<file path="src/logic/lsd_pkg.sv">
// Constants shared by both ends of the scroll, duty and partial command link.
// Assumes one clock, sys_clk, on both ends and an active-low reset nrst.
package lsd_pkg;
    localparam logic [7:0] OP_AREA_SCROLL = 8'h10;
    localparam logic [7:0] OP_DUTY_SET = 8'h6D;
    localparam logic [6:0] OP_PARTIAL_ONOFF = 7'h4B;
    localparam logic [7:0] OP_PARTIAL_SET = 8'h32;
    localparam logic [7:0] OP_DISP_MODE = 8'h66;

    localparam int COM_LINES = 132;
    localparam logic [7:0] SCROLL_LINE_MAX = 8'h83;
    localparam logic [8:0] SCROLL_END_BIN_MAX = 9'h107;
    localparam logic [7:0] LINE_COUNT_MAX = 8'h84;
    localparam logic [5:0] DUTY_CODE_MAX = 6'h20;
    localparam logic [5:0] BLOCK_MAX = 6'h20;
    localparam logic [1:0] MODE_GRAY = 2'h0;
    localparam logic [1:0] MODE_BINARY = 2'h1;

    localparam logic [5:0] DUTY_RESET = 6'h20;
    localparam logic [5:0] BLOCK_RESET = 6'h00;
    localparam logic [7:0] COUNT_RESET = 8'h84;

    // Field positions in the parameter bytes and in the partial on/off command byte
    localparam int SCROLL_MODE_LSB = 0;
    localparam int END_BIT8_POS = 0;
    localparam int ONOFF_BIT_POS = 0;

    // Host register map, word indices on the plain port
    localparam logic [2:0] HREG_CMD = 3'h0;
    localparam logic [2:0] HREG_PARAM = 3'h1;
    localparam logic [2:0] HREG_DUTY = 3'h2;
    localparam logic [2:0] HREG_PARTIAL = 3'h3;
    localparam logic [2:0] HREG_STATUS = 3'h4;
    localparam int ST_BUSY_POS = 0;
    localparam int ST_DROP_POS = 1;
    localparam int ST_REJECT_POS = 2;
endpackage

</file>
<file path="src/logic/lsd_if.sv">
// Byte link from the host controller to the command decoder.
// One byte per cycle of sys_clk while wr_stb is high.
interface lsd_if;
    logic wr_stb;
    logic cmd_param_select;
    logic [7:0] wr_data;

    modport dev (input wr_stb, input cmd_param_select, input wr_data);
    modport host (output wr_stb, output cmd_param_select, output wr_data);
endinterface

</file>
<file path="src/logic/lsd_com_window.sv">
// Common line enable map from the duty code and the start block.
// Registered; follows its inputs one cycle later.
module lsd_com_window import lsd_pkg::*; #(
    parameter int LINES = COM_LINES
) (
    // Clock and reset
    input wire logic sys_clk,
    input wire logic nrst,
    // Settings
    input wire logic [5:0] duty_code,
    input wire logic [5:0] start_block,
    // Driven lines
    output logic [LINES-1:0] common_drive_line
);
    logic [LINES-1:0] map_ff;
    logic [LINES-1:0] nxt_map;
    wire [8:0] first_line = {1'b0, start_block, 2'b00};
    wire [8:0] span = {1'b0, duty_code, 2'b00} + 9'h004;

    genvar gi;
    generate
        for (gi = 0; gi < LINES; gi++) begin : g_line
            localparam logic [8:0] IDX = 9'(gi);
            wire [8:0] offs = (IDX >= first_line) ? IDX - first_line
                                                  : IDX + 9'(LINES) - first_line;
            assign nxt_map[gi] = offs < span;
        end
    endgenerate

    always_ff @(posedge sys_clk or negedge nrst) begin
        if (!nrst) begin
            map_ff <= '1;
        end else begin
            map_ff <= nxt_map;
        end
    end

    assign common_drive_line = map_ff;
endmodule

</file>
<file path="src/logic/lsd_dev_end.sv">
// Command decoder of the display driver: scroll, duty, partial and mode.
// Assumes the host link is synchronous to sys_clk, one byte per strobe.
//
// The address-and-strobe port and the register offsets were left to the implementer.
module lsd_dev_end import lsd_pkg::*; #(
    parameter int LINES = COM_LINES
) (
    // Clock and reset
    input wire logic sys_clk,
    input wire logic nrst,
    // Host link
    lsd_if.dev link,
    // Area scroll settings
    output logic [1:0] scroll_mode,
    output logic [7:0] scroll_start,
    output logic [8:0] scroll_end,
    output logic [7:0] scroll_count,
    // Duty and block settings
    output logic [5:0] duty_code,
    output logic [7:0] duty_lines,
    output logic [5:0] start_block,
    // Partial display settings
    output logic partial_on,
    output logic [7:0] part_start,
    output logic [7:0] part_count,
    // Display mode
    output logic disp_binary,
    // Driven common lines
    output logic [LINES-1:0] common_drive_line
);
    typedef enum logic [4:0] {
        ST_IDLE = 5'b00001,
        ST_SCROLL = 5'b00010,
        ST_DUTY = 5'b00100,
        ST_PSET = 5'b01000,
        ST_DMODE = 5'b10000
    } lsd_dstate_t;

    lsd_dstate_t state_ff;
    lsd_dstate_t nxt_state;
    logic [2:0] idx_ff;
    logic [2:0] nxt_idx;
    logic [1:0] scroll_mode_ff;
    logic [7:0] scroll_start_ff;
    logic [8:0] scroll_end_ff;
    logic [7:0] end_low_ff;
    logic [7:0] scroll_count_ff;
    logic [5:0] duty_code_ff;
    logic [5:0] start_block_ff;
    logic partial_on_ff;
    logic [7:0] part_start_ff;
    logic [7:0] part_count_ff;
    logic disp_binary_ff;

    ////////////////////////////////////////////////////////////////////////////
    // Byte classification and opcode decode

    wire [7:0] din = link.wr_data;
    wire is_cmd = link.wr_stb & ~link.cmd_param_select;
    wire is_par = link.wr_stb & link.cmd_param_select;
    wire op_scroll = is_cmd & (din == OP_AREA_SCROLL);
    wire op_duty = is_cmd & (din == OP_DUTY_SET);
    wire op_onoff = is_cmd & (din[7:1] == OP_PARTIAL_ONOFF);
    wire op_pset = is_cmd & (din == OP_PARTIAL_SET);
    wire op_dmode = is_cmd & (din == OP_DISP_MODE);

    ////////////////////////////////////////////////////////////////////////////
    // Parameter sequencing

    // The scroll sequence length follows the mode held when the bytes arrive
    wire [2:0] scroll_last = disp_binary_ff ? 3'h4 : 3'h3;
    wire [2:0] last_idx = (state_ff == ST_SCROLL) ? scroll_last :
                          (state_ff == ST_DMODE) ? 3'h0 : 3'h1;
    wire seq_end = is_par & (idx_ff == last_idx);

    always_comb begin
        nxt_state = state_ff;
        nxt_idx = idx_ff;
        if (is_cmd) begin
            nxt_idx = 3'h0;
            nxt_state = op_scroll ? ST_SCROLL :
                        op_duty ? ST_DUTY :
                        op_pset ? ST_PSET :
                        op_dmode ? ST_DMODE : ST_IDLE;
        end else if (is_par && state_ff != ST_IDLE) begin
            nxt_idx = seq_end ? 3'h0 : idx_ff + 3'h1;
            nxt_state = seq_end ? ST_IDLE : state_ff;
        end
    end

    always_ff @(posedge sys_clk or negedge nrst) begin
        if (!nrst) begin
            state_ff <= ST_IDLE;
            idx_ff <= 3'h0;
        end else begin
            state_ff <= nxt_state;
            idx_ff <= nxt_idx;
        end
    end

    ////////////////////////////////////////////////////////////////////////////
    // Field loads, each gated by its position, and all but scroll mode and the end low byte by legality

    wire in_scroll = is_par & (state_ff == ST_SCROLL);
    wire in_duty = is_par & (state_ff == ST_DUTY);
    wire in_pset = is_par & (state_ff == ST_PSET);
    wire in_dmode = is_par & (state_ff == ST_DMODE);
    wire [8:0] end_bin = {din[END_BIT8_POS], end_low_ff};
    wire line_ok = din <= SCROLL_LINE_MAX;
    wire count_ok = (din != 8'h00) && (din <= LINE_COUNT_MAX);

    wire ld_mode = in_scroll & (idx_ff == 3'h0);
    wire ld_start = in_scroll & (idx_ff == 3'h1) & line_ok;
    wire ld_end_low = in_scroll & (idx_ff == 3'h2);
    wire ld_end_gray = ld_end_low & ~disp_binary_ff & line_ok;
    wire ld_end_bin = in_scroll & (idx_ff == 3'h3) & disp_binary_ff
                      & (end_bin <= SCROLL_END_BIN_MAX);
    wire ld_count = in_scroll & (idx_ff == scroll_last) & count_ok;
    wire ld_duty = in_duty & (idx_ff == 3'h0) & (din[5:0] <= DUTY_CODE_MAX);
    wire ld_block = in_duty & (idx_ff == 3'h1) & (din[5:0] <= BLOCK_MAX);
    wire ld_pstart = in_pset & (idx_ff == 3'h0) & (din <= LINE_COUNT_MAX);
    wire ld_pcount = in_pset & (idx_ff == 3'h1) & count_ok;
    wire ld_dmode = in_dmode & (din[7:2] == 6'h00) & (din[1] == 1'b0);

    always_ff @(posedge sys_clk or negedge nrst) begin
        if (!nrst) begin
            scroll_mode_ff <= 2'h0;
            scroll_start_ff <= 8'h00;
            end_low_ff <= 8'h00;
            scroll_end_ff <= 9'h000;
            scroll_count_ff <= COUNT_RESET;
        end else begin
            if (ld_mode) begin
                scroll_mode_ff <= din[SCROLL_MODE_LSB +: 2];
            end
            if (ld_start) begin
                scroll_start_ff <= din;
            end
            if (ld_end_low) begin
                end_low_ff <= din;
            end
            if (ld_end_gray) begin
                scroll_end_ff <= {1'b0, din};
            end else if (ld_end_bin) begin
                scroll_end_ff <= end_bin;
            end
            if (ld_count) begin
                scroll_count_ff <= din;
            end
        end
    end

    // Duty changes only through its own command, never by partial display
    always_ff @(posedge sys_clk or negedge nrst) begin
        if (!nrst) begin
            duty_code_ff <= DUTY_RESET;
            start_block_ff <= BLOCK_RESET;
        end else begin
            if (ld_duty) begin
                duty_code_ff <= din[5:0];
            end
            if (ld_block) begin
                start_block_ff <= din[5:0];
            end
        end
    end

    always_ff @(posedge sys_clk or negedge nrst) begin
        if (!nrst) begin
            partial_on_ff <= 1'b0;
            part_start_ff <= 8'h00;
            part_count_ff <= COUNT_RESET;
            disp_binary_ff <= 1'b0;
        end else begin
            if (op_onoff) begin
                partial_on_ff <= din[ONOFF_BIT_POS];
            end
            if (ld_pstart) begin
                part_start_ff <= din;
            end
            if (ld_pcount) begin
                part_count_ff <= din;
            end
            if (ld_dmode) begin
                disp_binary_ff <= din[0] == MODE_BINARY[0];
            end
        end
    end

    ////////////////////////////////////////////////////////////////////////////
    // Common line window

    lsd_com_window #(
        .LINES(LINES)
    ) u_window (
        .sys_clk(sys_clk),
        .nrst(nrst),
        .duty_code(duty_code_ff),
        .start_block(start_block_ff),
        .common_drive_line(common_drive_line)
    );

    assign scroll_mode = scroll_mode_ff;
    assign scroll_start = scroll_start_ff;
    assign scroll_end = scroll_end_ff;
    assign scroll_count = scroll_count_ff;
    assign duty_code = duty_code_ff;
    assign duty_lines = {duty_code_ff, 2'b00} + 8'h04;
    assign start_block = start_block_ff;
    assign partial_on = partial_on_ff;
    assign part_start = part_start_ff;
    assign part_count = part_count_ff;
    assign disp_binary = disp_binary_ff;
endmodule

</file>
<file path="src/flat_wrapper.sv">
// flat-port wrapper written by rule: the top's interface ports become plain ports
module lsd_dev_end_flat import lsd_pkg::*;
#(
    parameter int LINES = COM_LINES
)
  (sys_clk, nrst, scroll_mode, scroll_start, scroll_end, scroll_count, duty_code, duty_lines, start_block, partial_on, part_start, part_count, disp_binary, common_drive_line, link_wr_stb, link_cmd_param_select, link_wr_data);
  lsd_if link_i ();
  input wire logic sys_clk;
  input wire logic nrst;
  output logic [1:0] scroll_mode;
  output logic [7:0] scroll_start;
  output logic [8:0] scroll_end;
  output logic [7:0] scroll_count;
  output logic [5:0] duty_code;
  output logic [7:0] duty_lines;
  output logic [5:0] start_block;
  output logic partial_on;
  output logic [7:0] part_start;
  output logic [7:0] part_count;
  output logic disp_binary;
  output logic [LINES-1:0] common_drive_line;
  input wire logic [$bits(link_i.wr_stb)-1:0] link_wr_stb;
  input wire logic [$bits(link_i.cmd_param_select)-1:0] link_cmd_param_select;
  input wire logic [$bits(link_i.wr_data)-1:0] link_wr_data;
  assign link_i.wr_stb = link_wr_stb;
  assign link_i.cmd_param_select = link_cmd_param_select;
  assign link_i.wr_data = link_wr_data;
  lsd_dev_end #(.LINES(LINES)) u_core (.sys_clk(sys_clk), .nrst(nrst), .link(link_i), .scroll_mode(scroll_mode), .scroll_start(scroll_start), .scroll_end(scroll_end), .scroll_count(scroll_count), .duty_code(duty_code), .duty_lines(duty_lines), .start_block(start_block), .partial_on(partial_on), .part_start(part_start), .part_count(part_count), .disp_binary(disp_binary), .common_drive_line(common_drive_line));
endmodule
</file>
<file path="config.mk">
export PLATFORM = sky130hd
export DESIGN_NAME = lsd_dev_end_flat
export DESIGN_NICKNAME = d
export VERILOG_FILES = /design/src/logic/lsd_pkg.sv /design/src/logic/lsd_if.sv /design/src/logic/lsd_com_window.sv /design/src/logic/lsd_dev_end.sv /design/src/flat_wrapper.sv
export SDC_FILE = /design/constraint.sdc
export NUM_CORES = 1
export LEC_CHECK = 0
export BUFFER_PORTS_ARGS = -buffer_cell sky130_fd_sc_hd__buf_2
export CAP_MARGIN = 20
export CORE_ASPECT_RATIO = 0.9
export CORE_UTILIZATION = 35
export CTS_CLUSTER_DIAMETER = 80
export DETAILED_ROUTE_END_ITERATION = 10
export GPL_TIMING_DRIVEN = 0
export PLACE_DENSITY = 0.51
export SLEW_MARGIN = 20
export SYNTH_ARGS = -nofsm -noshare
export SYNTH_HDL_FRONTEND = slang
export SYNTH_HIERARCHICAL = 1
export SYNTH_SLANG_ARGS = --single-unit
export TNS_END_PERCENT = 20
</file>
<file path="constraint.sdc">
create_clock -name sys_clk -period 17 [get_ports sys_clk]
set_input_delay 2.55 -clock sys_clk [delete_from_list [all_inputs] [get_ports sys_clk]]
set_output_delay 2.55 -clock sys_clk [all_outputs]
set_load 0.01 [all_outputs]
</file>
==> flow_summary.yaml <==
outcome:
  status: "finished, final reports clean"
floorplan:
  start_util: 0.354
  ioPinCount: 209
  core_mm2: 0.0626
  num_rows: 87
  die_x_um: 267
  die_h_um: 241
  dieArea_mm2: 0.0643
logic_synthesis:
  synthFlopType: "dfstp_2"
  synthCells: 2724
  synth_edf_count: 0
  yosys_warnings: 6
  synth.area.top_cells: "ha_1 24%, dfstp_2 8.3%, dfrtp_1 7.6%"
  yosys.cell_types.count: 107
  syn_area_per_cell_um2: 8.14
  ys_seq_elements: 137
  ys_seq_area_frac: 0.159
  async_reset_ff_frac: 1.00
  synth_top_area_frac: 0.237
  netlist_area_mm2: 0.0222
  yosysTopAreaCell: "ha_1"
worst_setup_path:
  crit_fanout: 12
  crit_path_end_kind: "flip-flop"
  crit_chain: "clkbuf_1 > inv_1 > clkbuf_2 > ha_1 > clkbuf_1 > clkinv_1 > clkbuf_1 > mux2i_1 > ha_1 > o21ai_0 > a31oi_1 > o211ai_1 > a21oi_1 > a211oi_1"
  cpMaxStageDelayCell: "clkbuf_1"
  critPathArrivalTime_ns: 7.35
  path_class: "reg2reg"
  critPathRequiredTime_ns: 17.35
  r2r_slack_ns: 10.01
  cpPeakStageDelay_ns: 0.85
  startpoint_type: "flip-flop"
  crit_top_cell: "clkbuf_1"
pwr:
  power.switching_w: 0.000258
  power_density_mw_per_mm2: 31.6
  combPwrFrac: 0.067
  swShare: 0.319
  cell_internal_pwr_w: 0.000550
  clkPwrFrac: 0.516
  ir_worst_vdd_v: 0.0000568
  leakage_nw: 11.7
  p_seq_frac: 0.417
placed_design:
  pre_cts_ws_ns: 10.37
  dp_hpwl_mm: 92.5
  io_buffers: 204
  dp_cells: 3801
  placed_area_mm2: 0.0249
  gp_congestion: 1.04
timing:
  rsz0062_at_grt: "false"
  finalHoldViolCount: 0
  final.setup_skew_ns: 0.0150
  period_needed_ns: 6.99
  timing.fmax_ghz: 0.143
  slew_violations: 0
  fin_setup_tns_ns: 0
  slew_headroom: 0.139
  setup_violations: 0
  worstMarginPinSlew_ns: 1.29
  period_share: 0.411
  layout_setup_ws_ns: 10.01
clock_tree:
  cts_setup_buffers: 0
  numCtsBuffers: 17
  htreeDepth: 4
  hold_buffers: 0
  cts_tree: "done"
  clock_latency_ns: 0.50
  cts.sinks: 137
  cts.repair.resized: 0
  root_buffer: "clkbuf_16"
  clk_pin_slew_ns: 0.08
  cts_max_path_buffers: 2
global_routing:
  grt_pass1_vias: 22800
  grt_antenna_before_repair: 10
  track_usage: 0.386
  grt_max_degree: 95
  overflow: 0
  grt_pass1_wl_mm: 174
run:
  cap_violations: 0
routing:
  dr.pass1.iters: 6
  wirelength_mm: 125
  wl_met2_mm: 52.4
  num_vias: 24100
  drc: 0
  maxUsedRoutingLayer: "met5"
  wl_per_cell_um: 32.7
  wl_met3_mm: 12.3
  drtAntennaViolNets: 0
  wl_met1_mm: 53.6
  vias_per_cell: 6.28
  first_iter_violations: 2845
final_layout:
  final_cell_mix: "419 x ha_1, 276 x nand2_1, 275 x buf_2"
  synthToLayoutAreaGrowth_pct: 15.4
  fin_nets: 3407
  fin_util: 0.409
  drive_above_1_share: 0.217
  fin_area_mm2: 0.0256
  final_common_cell: "ha_1"
  fillers: 6475
  stdcell_count: 3836
min_path:
  holdCritPathClass: "reg2reg"
-- kinds of logic (layout without fill, tap and decap cells) --
kind of cell | Yosys count | count (layout) | share of synthesized area
DFF | 137 | 137 | 0.159
AOI/OAI and AO/OA | 829 | 829 | 0.243
and+or+nand+nor | 737 | 737 | 0.157
xor gates and xnor gates | 184 | 184 | 0.0727
other | 1 | 4 | 0.000169
adders and majority gates | 419 | 419 | 0.237
muxes | 128 | 128 | 0.0618
buffers and inverters | 289 | 553 | 0.0697
-- power groups by stage --
| stage | combinational (W) | clock, W | sequential (W) |
|---|---|---|---|
| 6_report | 0.0000540 | 0.000417 | 0.000337 |
| 5_1_grt | 0.0000603 | 0.000437 | 0.000338 |
| 4_1_cts | 0.0000544 | 0.000429 | 0.000337 |
| 3_5_place_dp | 0.0000540 | 0 | 0.000343 |
| 3_3_place_gp | 0.0000527 | 0 | 0.000342 |
| 2_1_floorplan | 0.0000312 | 0 | 0.000341 |
-- metrics by stage --
step / hold WS [ns] / power (W)
final: 0.497 / 0.000807
after global routing: 0.514 / 0.000835
after CTS: 0.499 / 0.000820
after detailed placement: 0.480 / 0.000397
after global placement: 0.469 / 0.000395
after floorplan: 0.472 / 0.000372
-- layer usage --
layer / vias up / GRT usage
li1: 10400 / -
met1: 11900 / 0.518
met2: 1428 / 0.575
met3: 329 / 0.0872
met4: 10 / 0.200
met5: - / 0
-- synthesized netlist by cell type, drive strengths merged (12+ instances only) --
cell / number
ha: 419
nand2: 278
o21ai: 252
a21oi: 229
nor2: 209
buf: 174
xnor2: 172
a21o: 78
mux2: 71
dfstp: 70
clkbuf: 68
dfrtp: 67
nand3: 67
mux2i: 57
inv: 44
a211oi: 35
a31oi: 34
nand2b: 28
nor3: 28
a221oi: 22
nand4: 22
nor2b: 21
o211ai: 21
o21a: 18
nor3b: 15
a221o: 14
o22ai: 14
o31ai: 12
xor2: 12
-- worst paths after layout --
path                                       start                               endpoint  cells after the start
setup / recovery           u_core/start_block[1]  u_core/u_window/common_drive_line[31]                     14
hold / removal              u_core/part_start[5]                   u_core/part_start[5]                      1
setup reg to reg           u_core/start_block[1]  u_core/u_window/common_drive_line[31]                     14
hold reg to reg             u_core/part_start[5]                   u_core/part_start[5]                      1
max in group asynchronous                   nrst   u_core/u_window/common_drive_line[8]                      2
min in group asynchronous                   nrst                  u_core/start_block[3]                      1
-- registers in the layout, indices dropped and copies added, names as in the netlist --
register and cells:
u_core/disp_binary 1, u_core/start_block 6, u_core/state_ff 5, u_core/scroll_count 8, u_core/u_window/common_drive_line 64, u_core/part_start 8
u_core/idx_ff 3, u_core/scroll_start 8, u_core/partial_on 1, u_core/part_count 8, u_core/scroll_mode 2, u_core/end_low_ff 8
u_core/duty_code 6, u_core/scroll_end 9
-- final cells by class --
class	instances	area, um2	share of cell area
multi-input combinational	2299	17200	0.673
sequential	137	3520	0.137
timing repair buffer	232	1600	0.0626
buffer	242	1400	0.0546
tap	845	1060	0.0413
clock buffer	17	425	0.0166
clock inverter	15	191	0.00749
inverter	47	179	0.00700
antenna	2	5.00	0.000196
-- critical path: cells and delay by family (launching register included) --
kind                     cells  cell delay (ns)
buffers and inverters        6             4.20
AO/OA/AOI/OAI                5             0.91
adder cells (fa/ha/maj)      2             0.69
flip-flops                   1             0.64
multiplexers                 1             0.34
Note: power is estimated with default switching activity, not from simulation.
